<file path="config.mk">
export PLATFORM = sky130hd
export DESIGN_NAME = mpf_flow_control
export DESIGN_NICKNAME = d
export VERILOG_FILES = /design/src/rtl/mpf_flow_control.v /design/src/rtl/mpf_fifo.v
export VERILOG_INCLUDE_DIRS = /design/src /design/src/rtl
export SDC_FILE = /design/constraint.sdc
export NUM_CORES = 1
export LEC_CHECK = 0
export BUFFER_PORTS_ARGS = -buffer_cell sky130_fd_sc_hd__buf_2
export CORE_ASPECT_RATIO = 0.6
export CORE_MARGIN = 2
export CORE_UTILIZATION = 36
export CTS_BUF_LIST = sky130_fd_sc_hd__clkbuf_16
export DETAILED_ROUTE_END_ITERATION = 6
export PLACE_DENSITY = 0.56
export SETUP_SLACK_MARGIN = 0.2
export SYNTH_ARGS = -nofsm -noshare
export SYNTH_HDL_FRONTEND = slang
export SYNTH_SLANG_ARGS = --single-unit
</file>
<file path="constraint.sdc">
create_clock -name CLK -period 3.75 [get_ports CLK]
set_input_delay 0.75 -clock CLK [delete_from_list [all_inputs] [get_ports CLK]]
set_output_delay 0.75 -clock CLK [all_outputs]
set_load 0.01 [all_outputs]
</file>
<file path="src/rtl/mpf_defines.vh">
// Register map, field positions, frame constants and timing of the pause block.
// Contract
// - With pass-control set, a valid pause frame gets the packet-filter flag set.
// - With pass-control clear, the packet-filter flag is cleared in receive status.
// - Every received frame, pause, missed or errored, is forwarded with status.
// - Promiscuous filtering overrides the pass-control setting for the filter flag.
// - Pause frames act only in full duplex with the enable bit set.
// - A valid pause stalls the transmitter for pause time times slot time.
// - With enable clear, frames are not examined and pause is inactive.
// - In half duplex the enable bit turns on receive backpressure.
// - Busy reads 1 while a pause frame or backpressure is being sent.
// - Busy returns to 0 when the pause frame transmission has finished.
// - The upper sixteen flow register bits give the transmitted pause time.
// - With the transmitter disabled, no pause frame and no backpressure.
`ifndef MPF_DEFINES_VH
`define MPF_DEFINES_VH

`define MPF_FLOW_INDEX       6'h08
`define MPF_MODE_INDEX       6'h10
`define MPF_STAT_INDEX       6'h11

`define MPF_FLOW_RESET       32'h00000000
`define MPF_FLOW_BUSY_BIT    0
`define MPF_FLOW_EN_BIT      1
`define MPF_FLOW_PASS_BIT    2
`define MPF_FLOW_TIME_LSB    16

`define MPF_MODE_FDX_BIT     0
`define MPF_MODE_SPD_BIT     1
`define MPF_MODE_TXEN_BIT    2
`define MPF_MODE_PROM_BIT    3
`define MPF_MODE_REQ_BIT     4
`define MPF_MODE_RESET       5'h00

`define MPF_PAUSE_DA0        8'h01
`define MPF_PAUSE_DA1        8'h80
`define MPF_PAUSE_DA2        8'hC2
`define MPF_PAUSE_DA3        8'h00
`define MPF_PAUSE_DA4        8'h00
`define MPF_PAUSE_DA5        8'h01
`define MPF_TYPE_HI          8'h88
`define MPF_TYPE_LO          8'h08
`define MPF_OPCODE_HI        8'h00
`define MPF_OPCODE_LO        8'h01
`define MPF_IDX_TIME_HI      5'd16
`define MPF_IDX_TIME_LO      5'd17

`define MPF_CLK_PERIOD_NS    20
`define MPF_SLOT_BITS        512
`define MPF_BIT_NS_100       10
`define MPF_BIT_NS_10        100
`define MPF_QUANTA_CYC_100   ((`MPF_SLOT_BITS*`MPF_BIT_NS_100)/`MPF_CLK_PERIOD_NS)
`define MPF_QUANTA_CYC_10    ((`MPF_SLOT_BITS*`MPF_BIT_NS_10)/`MPF_CLK_PERIOD_NS)

`define MPF_FIFO_WIDTH       12
`define MPF_FIFO_DEPTH       16
`define MPF_FIFO_AW          4
`define MPF_FIFO_HIGH        5'd12

`endif

</file>
<file path="src/rtl/mpf_flow_control.v">
// Ethernet MAC pause flow control with Avalon-MM registers and receive FIFO.
`timescale 1ns/10ps
`include "mpf_defines.vh"
module mpf_flow_control (
   input  wire        CLK,
   input  wire        RESET_N,
   input  wire [7:0]  AVS_ADDRESS,
   input  wire        AVS_READ,
   input  wire        AVS_WRITE,
   input  wire [31:0] AVS_WRITEDATA,
   input  wire [3:0]  AVS_BYTEENABLE,
   output reg  [31:0] AVS_READDATA,
   output wire        AVS_WAITREQUEST,
   input  wire        RX_VALID,
   output wire        RX_READY,
   input  wire [7:0]  RX_DATA,
   input  wire        RX_SOP,
   input  wire        RX_EOP,
   input  wire        RX_ERROR,
   output wire        APP_VALID,
   input  wire        APP_READY,
   output wire [7:0]  APP_DATA,
   output wire        APP_SOP,
   output wire        APP_EOP,
   output wire        APP_ERROR,
   output wire        APP_PKT_FILTER,
   output wire        TX_DISABLE,
   output wire        PAUSE_SEND_REQ,
   output wire [15:0] PAUSE_SEND_TIME,
   input  wire        PAUSE_SEND_DONE,
   output wire        BACKPRESSURE
);
   // States of the pause frame sender; HOLD waits for the trigger to drop
   // so that one request never yields a train of frames.
   localparam ST_IDLE = 2'b00;
   localparam ST_SEND = 2'b01;
   localparam ST_HOLD = 2'b10;

   // The macros are plain integers; keep them whole here and cut them
   // to the counter width on purpose below.
   localparam [31:0] FLOW_RESET_WORD = `MPF_FLOW_RESET;
   localparam [31:0] QUANTA_100_WORD = `MPF_QUANTA_CYC_100;
   localparam [31:0] QUANTA_10_WORD  = `MPF_QUANTA_CYC_10;
   localparam [11:0] QUANTA_100      = QUANTA_100_WORD[11:0];
   localparam [11:0] QUANTA_10       = QUANTA_10_WORD[11:0];

   // Flow register fields and the mode register.
   reg  [15:0] pause_time_value;
   reg         pass_control_frames;
   reg         pause_function_enable;
   reg  [4:0]  mode;
   wire        pause_tx_busy;
   wire        full_duplex;
   wire        speed_100;
   wire        tx_enable;
   wire        promiscuous;
   wire        flow_request;

   // Bus handshake.
   // The ack flop marks the cycle after the single wait cycle of each access.
   reg         bus_ack;
   wire        bus_req;
   wire [5:0]  word_index;
   wire        wr_take;
   wire        rd_take;
   reg  [31:0] next_readdata;

   // Receive decoder.
   // Bytes of a frame are counted from its start; index 31 saturates.
   reg  [4:0]  rx_idx;
   reg         rx_match;
   reg  [7:0]  time_hi;
   wire        rx_beat;
   wire [4:0]  cur_idx;
   reg  [7:0]  expect_byte;
   wire        next_match;
   wire        frame_is_pause;
   wire        pause_valid;
   wire [15:0] rx_pause_time;
   reg  [15:0] pause_count_src;
   reg  [7:0]  time_lo;
   wire        pkt_filter;
   wire [11:0] fifo_in;
   wire [11:0] fifo_out;
   wire [4:0]  fifo_level;

   // Pause timer.
   reg  [15:0] pause_count;
   reg  [11:0] quanta_div;
   wire [11:0] quanta_last;
   wire        quanta_tick;

   // Pause frame sender.
   reg  [1:0]  send_state;
   reg  [1:0]  next_send_state;
   wire        flow_trigger;
   wire        send_allowed;

   assign full_duplex  = mode[`MPF_MODE_FDX_BIT];
   assign speed_100    = mode[`MPF_MODE_SPD_BIT];
   assign tx_enable    = mode[`MPF_MODE_TXEN_BIT];
   assign promiscuous  = mode[`MPF_MODE_PROM_BIT];
   assign flow_request = mode[`MPF_MODE_REQ_BIT];

   // One wait cycle per access keeps read data a plain register.
   // Writes land at the edge that opens the access and reads latch there
   // too, so the data stands when the wait state ends; a master that holds
   // its request for the full handshake sees exactly one wait cycle.
   assign bus_req         = AVS_READ | AVS_WRITE;
   assign AVS_WAITREQUEST = bus_req & ~bus_ack;
   assign word_index      = AVS_ADDRESS[7:2];
   assign wr_take         = AVS_WRITE & ~bus_ack;
   assign rd_take         = AVS_READ & ~bus_ack;

   always @* begin
      next_readdata = 32'h00000000;
      case (word_index)
         `MPF_FLOW_INDEX: begin
            next_readdata[31:16] = pause_time_value;
            next_readdata[`MPF_FLOW_PASS_BIT] = pass_control_frames;
            next_readdata[`MPF_FLOW_EN_BIT] = pause_function_enable;
            next_readdata[`MPF_FLOW_BUSY_BIT] = pause_tx_busy;
         end
         `MPF_MODE_INDEX: begin
            next_readdata[4:0] = mode;
         end
         // Read-only view of the live pause state; handy when software
         // has to tell a stalled transmitter from a slow link.
         `MPF_STAT_INDEX: begin
            next_readdata[31:16] = pause_count;
            next_readdata[8:4]   = fifo_level;
            next_readdata[2]     = BACKPRESSURE;
            next_readdata[1]     = PAUSE_SEND_REQ;
            next_readdata[0]     = TX_DISABLE;
         end
         default: begin
            next_readdata = 32'h00000000;
         end
      endcase
   end

   always @(posedge CLK or negedge RESET_N) begin
      if (!RESET_N) begin
         bus_ack               <= 1'b0;
         AVS_READDATA          <= 32'h00000000;
         pause_time_value      <= FLOW_RESET_WORD[31:16];
         pass_control_frames   <= 1'b0;
         pause_function_enable <= 1'b0;
         mode                  <= `MPF_MODE_RESET;
      end else begin
         bus_ack <= bus_req & ~bus_ack;
         if (rd_take) begin
            AVS_READDATA <= next_readdata;
         end
         // The busy bit position is read-only; whatever is written there
         // is dropped, so a careless write cannot fake an idle sender.
         if (wr_take && word_index == `MPF_FLOW_INDEX) begin
            // Byte lanes let software change the time without touching
            // the control bits, and the other way round.
            if (AVS_BYTEENABLE[3]) begin
               pause_time_value[15:8] <= AVS_WRITEDATA[31:24];
            end
            if (AVS_BYTEENABLE[2]) begin
               pause_time_value[7:0] <= AVS_WRITEDATA[23:16];
            end
            if (AVS_BYTEENABLE[0]) begin
               pass_control_frames <= AVS_WRITEDATA[`MPF_FLOW_PASS_BIT];
               pause_function_enable <= AVS_WRITEDATA[`MPF_FLOW_EN_BIT];
            end
         end
         // The mode word stands in for the rest of the MAC configuration.
         if (wr_take && word_index == `MPF_MODE_INDEX && AVS_BYTEENABLE[0]) begin
            mode <= AVS_WRITEDATA[4:0];
         end
      end
   end

   // Receive path: every beat goes to the FIFO untouched, whatever the
   // frame is; only the filter flag on the last beat is added here.
   assign rx_beat = RX_VALID & RX_READY;
   assign cur_idx = RX_SOP ? 5'd0 : rx_idx;
   // Fixed header bytes are compared one by one; source address and time
   // bytes match anything. A frame that breaks the pattern once stays
   // unmatched until its next start, since the match flag only chains.

   always @* begin
      case (cur_idx)
         5'd0:    expect_byte = `MPF_PAUSE_DA0;
         5'd1:    expect_byte = `MPF_PAUSE_DA1;
         5'd2:    expect_byte = `MPF_PAUSE_DA2;
         5'd3:    expect_byte = `MPF_PAUSE_DA3;
         5'd4:    expect_byte = `MPF_PAUSE_DA4;
         5'd5:    expect_byte = `MPF_PAUSE_DA5;
         5'd12:   expect_byte = `MPF_TYPE_HI;
         5'd13:   expect_byte = `MPF_TYPE_LO;
         5'd14:   expect_byte = `MPF_OPCODE_HI;
         5'd15:   expect_byte = `MPF_OPCODE_LO;
         default: expect_byte = RX_DATA;
      endcase
   end

   assign next_match = (RX_SOP | rx_match) & (RX_DATA == expect_byte);

   // Without the enable bit the decoder never reports a control frame.
   assign frame_is_pause = pause_function_enable & next_match &
                           (cur_idx >= `MPF_IDX_TIME_LO) & ~RX_ERROR;
   assign rx_pause_time  = (cur_idx == `MPF_IDX_TIME_LO) ?
                           {time_hi, RX_DATA} : pause_count_src;
   assign pause_valid    = rx_beat & RX_EOP & frame_is_pause & full_duplex;

   // The stored time bytes serve frames whose EOP comes after byte 17.
   always @* begin
      pause_count_src = {time_hi, time_lo};
   end

   // Promiscuous reception passes every frame, so it decides the flag
   // before the pass-control bit is looked at.
   assign pkt_filter = promiscuous ? 1'b1 :
                       (pass_control_frames ? frame_is_pause :
                        1'b0);

   assign fifo_in = {RX_EOP & pkt_filter, RX_ERROR, RX_EOP, RX_SOP, RX_DATA};

   always @(posedge CLK or negedge RESET_N) begin
      if (!RESET_N) begin
         rx_idx   <= 5'd0;
         rx_match <= 1'b0;
         time_hi  <= 8'h00;
         time_lo  <= 8'h00;
      end else if (rx_beat) begin
         rx_match <= next_match;
         if (cur_idx != 5'd31) begin
            rx_idx <= cur_idx + 5'd1;
         end
         if (cur_idx == `MPF_IDX_TIME_HI) begin
            time_hi <= RX_DATA;
         end
         if (cur_idx == `MPF_IDX_TIME_LO) begin
            time_lo <= RX_DATA;
         end
      end
   end

   // The application drains this FIFO and decides from the status bits
   // what to keep; a slow reader stalls the receiver through RX_READY.
   // Sixteen entries are only a skid buffer; frame storage lives beyond.
   mpf_fifo #(
      .WIDTH (`MPF_FIFO_WIDTH),
      .DEPTH (`MPF_FIFO_DEPTH),
      .AW    (`MPF_FIFO_AW)
   ) u_rx_fifo (
      .clk       (CLK),
      .reset_n   (RESET_N),
      .in_valid  (RX_VALID),
      .in_ready  (RX_READY),
      .in_data   (fifo_in),
      .out_valid (APP_VALID),
      .out_ready (APP_READY),
      .out_data  (fifo_out),
      .level     (fifo_level)
   );

   assign APP_DATA       = fifo_out[7:0];
   assign APP_SOP        = fifo_out[8];
   assign APP_EOP        = fifo_out[9];
   assign APP_ERROR      = fifo_out[10];
   assign APP_PKT_FILTER = fifo_out[11];

   // Pause timer: one tick per slot time at the current link speed.
   // The divider restarts on every reload, so a new pause frame grants its
   // full time from its arrival rather than from the next slot boundary.
   assign quanta_last = speed_100 ? (QUANTA_100 - 12'd1) :
                                    (QUANTA_10 - 12'd1);
   assign quanta_tick = (quanta_div == quanta_last);

   always @(posedge CLK or negedge RESET_N) begin
      if (!RESET_N) begin
         pause_count <= 16'h0000;
         quanta_div  <= 12'h000;
      end else if (pause_valid) begin
         pause_count <= rx_pause_time;
         quanta_div  <= 12'h000;
      end else if (!pause_function_enable || !full_duplex) begin
         pause_count <= 16'h0000;
         quanta_div  <= 12'h000;
      end else if (pause_count != 16'h0000) begin
         if (quanta_tick) begin
            quanta_div  <= 12'h000;
            pause_count <= pause_count - 16'h0001;
         end else begin
            quanta_div <= quanta_div + 12'h001;
         end
      end
   end

   // Gated by the mode bits as well, so that dropping the enable or leaving
   // full duplex frees the transmitter in the same cycle, not one later.
   assign TX_DISABLE = (pause_count != 16'h0000) &
                       pause_function_enable & full_duplex;

   // Outgoing flow control: a software request or a filling FIFO.
   // The threshold leaves four free entries to absorb bytes already on
   // the way while the pause frame goes out.
   assign flow_trigger = flow_request | (fifo_level >= `MPF_FIFO_HIGH);
   assign send_allowed = tx_enable & pause_function_enable;

   always @* begin
      next_send_state = send_state;
      case (send_state)
         ST_IDLE: begin
            if (full_duplex & send_allowed & flow_trigger) begin
               next_send_state = ST_SEND;
            end
         end
         ST_SEND: begin
            if (PAUSE_SEND_DONE) begin
               next_send_state = ST_HOLD;
            end
         end
         ST_HOLD: begin
            // One frame per request; the trigger must drop to re-arm.
            if (!flow_trigger) begin
               next_send_state = ST_IDLE;
            end
         end
         default: begin
            next_send_state = ST_IDLE;
         end
      endcase
   end

   always @(posedge CLK or negedge RESET_N) begin
      if (!RESET_N) begin
         send_state <= ST_IDLE;
      end else begin
         send_state <= next_send_state;
      end
   end

   // Backpressure has no frame to finish, so it follows the trigger level
   // directly and busy drops with it.
   assign PAUSE_SEND_REQ  = (send_state == ST_SEND);
   assign PAUSE_SEND_TIME = pause_time_value;
   assign BACKPRESSURE    = ~full_duplex & send_allowed & flow_trigger;
   assign pause_tx_busy   = PAUSE_SEND_REQ | BACKPRESSURE;
endmodule

</file>
<file path="src/rtl/mpf_fifo.v">
// Synchronous FIFO with valid and ready on both sides.
`timescale 1ns/10ps
module mpf_fifo #(
   parameter WIDTH = 12,
   parameter DEPTH = 16,
   parameter AW    = 4
) (
   input  wire             clk,
   input  wire             reset_n,
   input  wire             in_valid,
   output wire             in_ready,
   input  wire [WIDTH-1:0] in_data,
   output wire             out_valid,
   input  wire             out_ready,
   output wire [WIDTH-1:0] out_data,
   output reg  [AW:0]      level
);
   reg [WIDTH-1:0] mem [0:DEPTH-1];
   reg [AW-1:0]    wr_ptr;
   reg [AW-1:0]    rd_ptr;
   wire            push;
   wire            pop;

   assign in_ready  = (level != DEPTH[AW:0]);
   assign out_valid = (level != {(AW+1){1'b0}});
   assign out_data  = mem[rd_ptr];
   assign push      = in_valid & in_ready;
   assign pop       = out_valid & out_ready;

   always @(posedge clk) begin
      if (push) begin
         mem[wr_ptr] <= in_data;
      end
   end

   always @(posedge clk or negedge reset_n) begin
      if (!reset_n) begin
         wr_ptr <= {AW{1'b0}};
         rd_ptr <= {AW{1'b0}};
         level  <= {(AW+1){1'b0}};
      end else begin
         if (push) begin
            wr_ptr <= wr_ptr + 1'b1;
         end
         if (pop) begin
            rd_ptr <= rd_ptr + 1'b1;
         end
         if (push & ~pop) begin
            level <= level + 1'b1;
         end else if (pop & ~push) begin
            level <= level - 1'b1;
         end
      end
   end
endmodule

</file>
==> results of run 1 <==
-- sequential cells by signal, indices dropped and copies added, names as in the netlist --
name                   cells
u_rx_fifo.rd_ptr           4
PAUSE_SEND_TIME           16
rx_match                   1
mode                       5
pause_count               16
u_rx_fifo.level            5
AVS_READDATA              25
bus_ack                    1
pass_control_frames        1
quanta_div                12
pause_function_enable      1
u_rx_fifo.wr_ptr           4
rx_idx                     5
u_rx_fifo.mem            192
time_hi                    8
send_state                 2
time_lo                    8
-- routing by layer --
layer  global-route usage, %  wire (microns)  share of wire (%)  vias to the layer above
li1                        -               -                  -                     3599
met1                    26.5           15900                 50                     4150
met4                    2.85             484                1.5                        0
met3                    3.37            1920                6.0                       33
met2                    23.9           13500                 43                      179
met5                       0               0                  0                        -
-- cell type report --
type,count,area (sq um),share of cell area (%)
well taps,476,596,3.80
clock inverters,25,204,1.30
clock buffers,31,776,4.95
flip-flops and latches,306,8620,55.0
repair buffers,160,988,6.31
diodes,1,2.50,0.0160
inverters,17,63.8,0.407
multi-input cells,498,4410,28.2
-- power by group --
group          internal, uW  switching (uW)
logic                  1230            1210
clock network          1700            1300
registers              3950             306
-- Yosys cell counts (6+ instances only) --
| master | count | area (sq um) |
|---|---|---|
| dfrtp_1 | 114 | 2850 |
| nor2_1 | 77 | 289 |
| a21oi_1 | 12 | 60.1 |
| xnor2_1 | 18 | 158 |
| o21ai_0 | 11 | 55.1 |
| buf_4 | 8 | 60.1 |
| xor2_1 | 8 | 70.1 |
| nor4_1 | 6 | 37.5 |
| mux4_2 | 60 | 1350 |
| mux2i_1 | 19 | 190 |
| clkbuf_1 | 31 | 116 |
| edfxtp_1 | 192 | 5770 |
| nor3_1 | 24 | 120 |
| mux2_1 | 8 | 90.1 |
| a221oi_1 | 18 | 158 |
| ha_1 | 17 | 213 |
| nor2b_1 | 6 | 37.5 |
| nand2_1 | 56 | 210 |
| inv_1 | 16 | 60.1 |
| nand2b_1 | 9 | 56.3 |
| nand3_1 | 17 | 85.1 |
| mux2_2 | 41 | 462 |
| a31oi_1 | 8 | 50.1 |
-- worst register-to-register path, delay by kind of cell (launching register included) --
kind,cells,cell delay (ns)
AO/OA/AOI/OAI,5,1.61
adder cells (fa/ha/maj),2,0.43
buffers and inverters,1,0.09
flip-flops,1,0.41
AND/OR/NAND/NOR,2,0.34
-- kinds of logic after synthesis --
| logic type | share of synthesized area (%) |
|---|---|
| flops | 65.0 |
| simple gates | 8.29 |
| mux | 15.8 |
| compound gates | 5.27 |
| buf+inv | 2.15 |
| xor+xnor | 1.72 |
| fa+ha+maj | 1.76 |
| other cells | 0.0283 |
-- what timing repair did --
item | CTS | global route
setup buffers | 3 | 0
endpoints found under the setup margin | 2 | 1
resized for setup | 0 | 1
cloned | 0 | 0
pin swaps | 0 | 0
-- final timing paths --
check,cells past startpoint,end,slack (ns),startpoint
worst max-delay path,6,TX_DISABLE,0.38,pause_count[9]
worst min-delay path,1,time_hi[4],0.18,RESET_N
worst max register to register,10,u_rx_fifo.mem[0][11],0.59,rx_idx[0]
worst min register to register,2,AVS_READDATA[5],0.46,AVS_READDATA[5]
max in group asynchronous,2,u_rx_fifo.rd_ptr[0],2.73,RESET_N
min in group CLK,2,mode[3],0.42,AVS_WRITEDATA[3]
-- per-stage QoR --
step,std cells,power [uW]
after floorplan,869,5860
after global placement,1454,6740
after detailed placement,1454,6780
after CTS,1513,9830
after global routing,1513,10200
final,1514,9700
==> flow_metrics.py, run 1 <==
metrics = {
    "pwr": {
        "peakVddDrop_mv": 0.345,
        "p_leak_uw": 0.00614,
        "powerDensity_mw_per_mm2": 619,
    },
    "critical_path": {
        "cpLargestDelayFamily": "simple AND/OR/NAND/NOR gates",
        "crit_chain": "or4_1 > nor4_2 > buf_4 > and2_2 > nor2_1 > buf_2",
        "critPathSlowestCell": "or4_1",
        "start_kind": "register",
        "crit_path_max_incr_delay_ns": 0.63,
        "end_kind": "output pin",
        "critPathRequiredTime_ns": 3.00,
        "arrival_ns": 2.62,
        "crit_fanout": 10,
        "worst-path-buf-inv": 2,
        "critPathKind": "register to output pin",
    },
    "timing": {
        "fin_setup_tns_ns": 0,
        "finalSetupViolations": 0,
        "hold_slack_ns": 0.178,
        "timing.final.ws_setup_ns": 0.383,
        "max_slew_margin_pct": 28.2,
        "worstMarginPinSlew_ns": 1.08,
        "finalCriticalPeriod_ns": 3.37,
        "hold_viol": 0,
        "period_share_pct": 89.8,
        "max_freq_mhz": 297,
        "skew_ns": 0.00885,
        "rsz0062_at_grt": "no",
        "drv_slew": 0,
    },
    "die": {
        "start_util_pct": 36.5,
        "die_h_microns": 153,
        "die_x_microns": 252,
        "pin_count": 128,
        "core_sq_mm": 0.0363,
        "fp.dieArea_sq_mm": 0.0384,
        "rows": 54,
    },
    "route": {
        "ant_nets": 0,
        "drc_errors": 0,
        "drt_wl_total_mm": 31.8,
        "first_iter_violations": 666,
        "first_pass_iters": 4,
        "dr_total_vias": 7961,
        "avgRoutedWirePerCell_microns": 21.0,
        "vias_per_cell": 5.26,
    },
    "finish": {
        "fillCellCount": 3282,
        "fin_util_pct": 43.2,
        "fin_nets": 1093,
        "layout_common_cells": "edfxtp_1 (192), dfrtp_1 (112), buf_2 (105)",
        "syn2layout_area_growth_pct": 18.1,
        "drive_gt1_share_pct": 31.1,
        "final_area_sq_mm": 0.0157,
        "final_common_cell": "edfxtp_1",
    },
    "synth": {
        "ys_seq_area_share_pct": 65.0,
        "syn_inst": 863,
        "yosysWarnings": 0,
        "yosysUniqueCellTypes": 67,
        "synth-async-reset-ratio_pct": 37.3,
        "netlist_area_sq_mm": 0.0133,
        "synth_flop_cell": "edfxtp_1",
        "synth-edff-count": 192,
        "avgSynthCellArea_sq_um": 15.4,
        "ys_ff_latch": 306,
    },
    "clock_tree": {
        "cts_sinks": 306,
        "cts_buffers": 30,
        "insertion_delay_ns": 0.57,
        "path_clk_slew_ns": 0.07,
        "htreeDepth": 1,
        "cts_tree": "done",
        "ctsLongestPathBuffers": 3,
        "cts-hold-fix-buffers": 0,
        "root_buffer": "clkbuf_16",
    },
    "placement": {
        "dp_slack_ns": 0.178,
        "place_hpwl_mm": 21.9,
        "dpl_cell_area_sq_mm": 0.0147,
        "portBuffers": 106,
        "place.gp.congestion": 0.810,
    },
    "run_status": {
        "status": "complete, no violations",
    },
    "global_route": {
        "gr-usage-all-layers_pct": 16.7,
        "overflow": 0,
        "grt_pass1_vias": 7920,
        "grt_pass1_wl_mm": 49.0,
        "grt_max_degree": 74,
        "antenna_found_initial": 0,
    },
    "flow_run": {
        "maxCapViolCount": 0,
    },
    "hold_path": {
        "hp-class": "input pin to asynchronous set/reset pin",
    },
}
Power figures use the tool's default switching activity.
==> run 2: changes to the inputs <==
==> constraint.sdc (replaced) <==
create_clock -name CLK -period 3.6 [get_ports CLK]
set_input_delay 0.72 -clock CLK [delete_from_list [all_inputs] [get_ports CLK]]
set_output_delay 0.72 -clock CLK [all_outputs]
set_load 0.01 [all_outputs]
==> run 2 against run 1 <==
Routed wire length decreased by 0.58%. Sequential power increased by 4%. First-iteration DRC count decreased by 9.8%. Largest power group unchanged. Clock skew increased by 0.0022 ns. Total power increased by 6.1%. Global-route usage decreased by 0.054 points. Largest cell class unchanged. Worst setup slack got worse by 0.045 ns. Sequential share of layout area decreased by 0.24 points. Register-to-register slack got worse by 0.11 ns. Die area unchanged.
==> flow_metrics.py, run 2 (same netlist as run 1, synthesis figures left out) <==
metrics = {
    "placement": {
        "portBuffers": 106,
        "dp_cells": 1457,
        "place.gp.congestion": 0.869,
        "dpl_cell_area_sq_mm": 0.0147,
        "place_hpwl_mm": 21.9,
    },
    "clock_tree": {
        "cts_buffers": 30,
        "cts_sinks": 306,
        "insertion_delay_ns": 0.57,
        "htreeDepth": 1,
        "cts_tree": "done",
        "cts-hold-fix-buffers": 0,
        "path_clk_slew_ns": 0.07,
        "root_buffer": "clkbuf_16",
        "ctsLongestPathBuffers": 3,
    },
    "global_route": {
        "grt_pass1_wl_mm": 49.1,
        "antenna_found_initial": 0,
        "overflow": 0,
        "grt_max_degree": 50,
        "gr-usage-all-layers_pct": 16.7,
        "grt_pass1_vias": 7883,
    },
    "finish": {
        "reg_top3": "u_rx_fifo.mem: 192 flops, AVS_READDATA: 25 flops",
        "syn2layout_area_growth_pct": 18.7,
        "diodes": 0,
        "final_common_cell": "edfxtp_1",
        "final_area_sq_mm": 0.0157,
        "largest_reg_flops": 192,
        "fin_nets": 1096,
        "regMostFlops": "u_rx_fifo.mem",
        "layout_common_cells": "edfxtp_1 (192), dfrtp_1 (112), buf_2 (105)",
        "drive_gt1_share_pct": 31.3,
        "instances_no_fill": 1513,
    },
    "route": {
        "dr_total_vias": 7958,
        "drt_wl_total_mm": 31.7,
        "ant_nets": 0,
        "first_pass_iters": 5,
        "vias_per_cell": 5.26,
        "first_iter_violations": 601,
        "drc_errors": 0,
        "avgRoutedWirePerCell_microns": 20.9,
    },
    "die": {
        "die_h_microns": 153,
        "fp.dieArea_sq_mm": 0.0384,
        "rows": 54,
        "pin_count": 128,
        "core_sq_mm": 0.0363,
        "die_x_microns": 252,
        "start_util_pct": 36.5,
    },
    "pwr": {
        "switching_share_pct": 28.3,
        "p_leak_uw": 0.00617,
        "seqPwrFrac_pct": 43.0,
        "clockPowerShare_pct": 32.0,
        "powerDensity_mw_per_mm2": 654,
        "internal_power_uw": 7370,
        "peakVddDrop_mv": 0.360,
        "power.total_uw": 10300,
        "switching_power_uw": 2920,
        "combPwrFrac_pct": 25.0,
    },
    "timing": {
        "max_freq_mhz": 307,
        "skew_ns": 0.0111,
        "period_share_pct": 90.6,
        "fin_setup_tns_ns": 0,
        "max_slew_margin_pct": 29.5,
        "drv_slew": 0,
        "finalSetupViolations": 0,
        "worstMarginPinSlew_ns": 1.06,
        "rsz0062_at_grt": "no",
        "finalCriticalPeriod_ns": 3.26,
        "hold_viol": 0,
    },
    "critical_path": {
        "critPathRequiredTime_ns": 2.88,
        "crit_end": "TX_DISABLE",
        "crit_chain": "or4_4 > nor4_2 > buf_4 > and2_2 > nor2_1 > buf_2",
        "arrival_ns": 2.54,
        "timing.rr.start": "rx_idx[0]",
        "worst-path-buf-inv": 2,
        "critPathKind": "register to output pin",
        "crit_fanout": 10,
        "end_kind": "output pin",
        "start_kind": "register",
        "cp.depth": 6,
        "critPathSlowestCell": "or4_4",
        "crit_path_max_incr_delay_ns": 0.59,
        "cpLargestDelayFamily": "simple AND/OR/NAND/NOR gates",
        "r2r_slack_ns": 0.48,
        "crit_path_start": "pause_count[9]",
        "rr_worst_depth": 11,
        "worstReg2RegEnd": "pause_count[10]",
    },
    "flow_run": {
        "maxCapViolCount": 0,
    },
    "hold_path": {
        "hp-class": "input pin to asynchronous set/reset pin",
    },
    "run_status": {
        "status": "complete, no violations",
    },
}
## run 2: cell count changes in the layout (fill, tap and decap cells not counted), moves of 3 or more
cell        previous run  this run
buf_4                 51        54
clkinv_1               4         7
clkinvlp_4             6         1
bufinv_16              3         6
inv_1                 24        20
## run 2: worst min-delay path by stage
stage                                  to  slack (ns)  depth (start not counted)
final                          time_lo[6]        0.14                          1
after global routing           time_lo[6]        0.15                          1
after CTS                      time_lo[6]        0.13                          1
after detailed placement    send_state[0]        0.44                          1
after global placement      send_state[0]        0.45                          1
after floorplan           AVS_READDATA[0]        0.42                          0
## run 2: stage by stage
stage	utilization [%]	hold slack, ns	setup WS, ns
2_1_floorplan	-	0.418	0.338
3_3_place_gp	40.5	0.447	0.133
3_5_place_dp	40.5	0.441	0.0567
4_1_cts	43.4	0.128	0.211
5_1_grt	43.4	0.154	0.201
6_report	43.4	0.137	0.338
## run 2: repair_timing
item                       in CTS  in global routing
setup buffers                   3                  0
resized for setup               1                  1
setup endpoints to repair      12                  1
## run 2: worst register-to-register path, delay by kind of cell, from the launching register on
family                     cells  cell delay (ns)
buffers and inverters          2             0.34
muxes                          1             0.37
DFF                            1             0.42
AOI/OAI and AO/OA              4             1.10
adders and majority gates      2             0.43
and+or+nand+nor                2             0.34
## run 2: routing by layer
layer  share of wire (%)  up-vias  routed length, microns  GRT usage (%)
met5                   0        -                       0              0
met4                 1.8        0                     556           3.35
met3                 5.3       41                    1670           3.47
met2                  42      164                   13200           23.2
met1                  51     4133                   16300           26.7
li1                    -     3620                       -              -
## run 2: cell type report
type | instances | area (sq um)
Clock buffer | 31 | 776
Clock inverter | 22 | 249
Fill cell | 3225 | 20500
Inverter | 17 | 63.8
Multi-Input combinational cell | 498 | 4420
Sequential cell | 306 | 8620
Tap cell | 476 | 596
Timing Repair Buffer | 163 | 1010
## run 2: power groups by stage
stage / Sequential [uW] / Clock, uW / Combinational, uW
5_1_grt: 4470 / 3530 / 2820
3_5_place_dp: 4530 / 0 / 2540
6_report: 4420 / 3290 / 2570
2_1_floorplan: 4320 / 0 / 1780
4_1_cts: 4430 / 3380 / 2620
3_3_place_gp: 4530 / 0 / 2520
==> run 3: changes to the inputs <==
==> constraint.sdc (replaced) <==
create_clock -name CLK -period 3.44 [get_ports CLK]
set_input_delay 0.688 -clock CLK [delete_from_list [all_inputs] [get_ports CLK]]
set_output_delay 0.688 -clock CLK [all_outputs]
set_load 0.01 [all_outputs]
==> run 3 against run 2 <==
Die area unchanged. Design area increased by 1.2%. Sequential cell count unchanged. Sequential share of layout area decreased by 0.61 points. Register-to-register slack got worse by 0.04 ns. Critical path depth decreased by 1. Largest power group unchanged.
==> flow_metrics.py, run 3 (same netlist as run 1, synthesis figures left out) <==
metrics = {
    "run_status": {
        "status": "complete, no violations",
    },
    "finish": {
        "regMostFlops": "u_rx_fifo.mem",
        "largest_reg_flops": 192,
        "fin_nets": 1109,
        "final_common_cell": "edfxtp_1",
        "layout_common_cells": "edfxtp_1 (192), dfrtp_1 (112), buf_2 (105)",
        "drive_gt1_share_pct": 32.6,
        "final_area_sq_mm": 0.0159,
        "reg_top3": "u_rx_fifo.mem: 192 flops, AVS_READDATA: 25 flops",
        "diodes": 0,
        "syn2layout_area_growth_pct": 20.0,
    },
    "critical_path": {
        "r2r_slack_ns": 0.44,
        "start_kind": "register",
        "crit_end": "APP_DATA[4]",
        "timing.rr.start": "rx_idx[0]",
        "critPathSlowestCell": "mux4_2",
        "end_kind": "output pin",
        "cpLargestDelayFamily": "multiplexers",
        "critPathKind": "register to output pin",
        "rr_worst_depth": 11,
        "crit_path_start": "u_rx_fifo.rd_ptr[0]",
        "arrival_ns": 2.49,
        "crit_fanout": 9,
        "crit_chain": "buf_12 > buf_12 > mux4_2 > mux4_2 > buf_2",
        "crit_path_max_incr_delay_ns": 0.53,
        "cp.depth": 5,
        "worstReg2RegEnd": "pause_count[12]",
        "worst-path-buf-inv": 3,
        "critPathRequiredTime_ns": 2.75,
    },
    "timing": {
        "fin_setup_tns_ns": 0,
        "hold_slack_ns": 0.223,
        "timing.final.ws_setup_ns": 0.261,
        "drv_slew": 0,
        "worstMarginPinSlew_ns": 1.05,
        "finalSetupViolations": 0,
        "hold_viol": 0,
        "finalCriticalPeriod_ns": 3.18,
        "period_share_pct": 92.4,
        "rsz0062_at_grt": "yes",
        "max_freq_mhz": 315,
        "max_slew_margin_pct": 30.0,
        "skew_ns": 0.0216,
    },
    "route": {
        "ant_nets": 0,
        "met2WireLength_mm": 13.1,
        "avgRoutedWirePerCell_microns": 20.9,
        "highest_layer": "met4",
        "drt_wl_total_mm": 31.9,
        "wl_met1_mm": 16.7,
        "dr_total_vias": 8048,
        "first_iter_violations": 678,
        "met3_length_mm": 1.66,
        "vias_per_cell": 5.26,
        "drc_errors": 0,
        "first_pass_iters": 5,
    },
    "pwr": {
        "p_leak_uw": 0.00627,
        "powerDensity_mw_per_mm2": 684,
        "peakVddDrop_mv": 0.335,
    },
    "hold_path": {
        "hp-class": "input pin to asynchronous set/reset pin",
    },
    "clock_tree": {
        "ctsLongestPathBuffers": 3,
        "cts_sinks": 306,
        "root_buffer": "clkbuf_16",
        "cts_buffers": 30,
        "htreeDepth": 1,
        "cts_tree": "done",
        "cts-hold-fix-buffers": 0,
        "path_clk_slew_ns": 0.07,
        "insertion_delay_ns": 0.57,
    },
    "global_route": {
        "grt_max_degree": 56,
        "grt_pass1_wl_mm": 48.6,
        "grt_pass1_vias": 7795,
        "gr-usage-all-layers_pct": 16.6,
        "antenna_found_initial": 0,
        "overflow": 0,
    },
    "die": {
        "die_x_microns": 252,
        "rows": 54,
        "pin_count": 128,
        "start_util_pct": 36.5,
        "die_h_microns": 153,
        "fp.dieArea_sq_mm": 0.0384,
        "core_sq_mm": 0.0363,
    },
    "flow_run": {
        "maxCapViolCount": 0,
    },
    "placement": {
        "portBuffers": 106,
        "dpl_cell_area_sq_mm": 0.0148,
        "dp_slack_ns": 0.104,
        "place.gp.congestion": 0.811,
        "place_hpwl_mm": 21.9,
    },
}
[run 3: cell types whose count changed in the layout (fill, tap and decap cells not counted), sizes merged]
cell,change
buf,+12
bufinv,-1
clkbuf,+1
clkinv,+3
clkinvlp,+1
[run 3: final cells by class]
type / instances / area [sq um]
clock inverters: 25 / 263
multi-input cells: 498 / 4420
well taps: 476 / 596
clock buffers: 31 / 776
inverters: 17 / 63.8
flip-flops and latches: 306 / 8630
fillers: 3223 / 20400
repair buffers: 176 / 1180
[run 3: per-layer routing]
layer / global-route usage, % / vias to the layer above
met4: 2.93 / 0
met5: 0 / -
li1: - / 3640
met1: 27.9 / 4175
met3: 2.60 / 31
met2: 22.3 / 202
[run 3: timing repair]
item                                    in CTS  in global routing
gates cloned                                 0                  2
endpoints found under the setup margin      12                 13
resized for setup                            3                  6
buffers inserted                             2                  3
[run 3: where the power goes]
| part | internal (uW) | total [uW] | switching, uW | leakage [uW] |
|---|---|---|---|---|
| sequential | 4310 | 4620 | 312 | 0.00326 |
| clock | 2010 | 3440 | 1430 | 0.000517 |
| combinational | 1460 | 2840 | 1380 | 0.00249 |
| total | 7770 | 10900 | 3120 | 0.00627 |
[run 3: stage by stage]
stage	instances	utilization, %	total power, uW
6_report	1529	43.9	10900
5_1_grt	1529	43.9	11400
4_1_cts	1524	43.6	10900
3_5_place_dp	1466	40.7	7410
3_3_place_gp	1466	40.7	7390
2_1_floorplan	869	-	6390
[run 3: worst reg2reg max path, stage by stage (launching register included)]
cell and delay [ns]:
dfrtp_1 0.43, nand2b_1 0.14, inv_1 0.09, ha_1 0.22, and3_1 0.19, ha_1 0.18
a31oi_1 0.26, o2111a_1 0.23, o21ai_1 0.12, a2111oi_4 0.44, buf_12 0.23, mux2_2 0.35
[run 3: worst min path at each step]
stage,from,end,slack [ns]
final,RESET_N,pause_count[13],0.22
after global routing,RESET_N,pause_count[9],0.27
after CTS,RESET_N,time_lo[2],0.23
after detailed placement,send_state[1],send_state[0],0.45
after global placement,send_state[1],send_state[0],0.45
after floorplan,RESET_N,AVS_READDATA[0],0.39
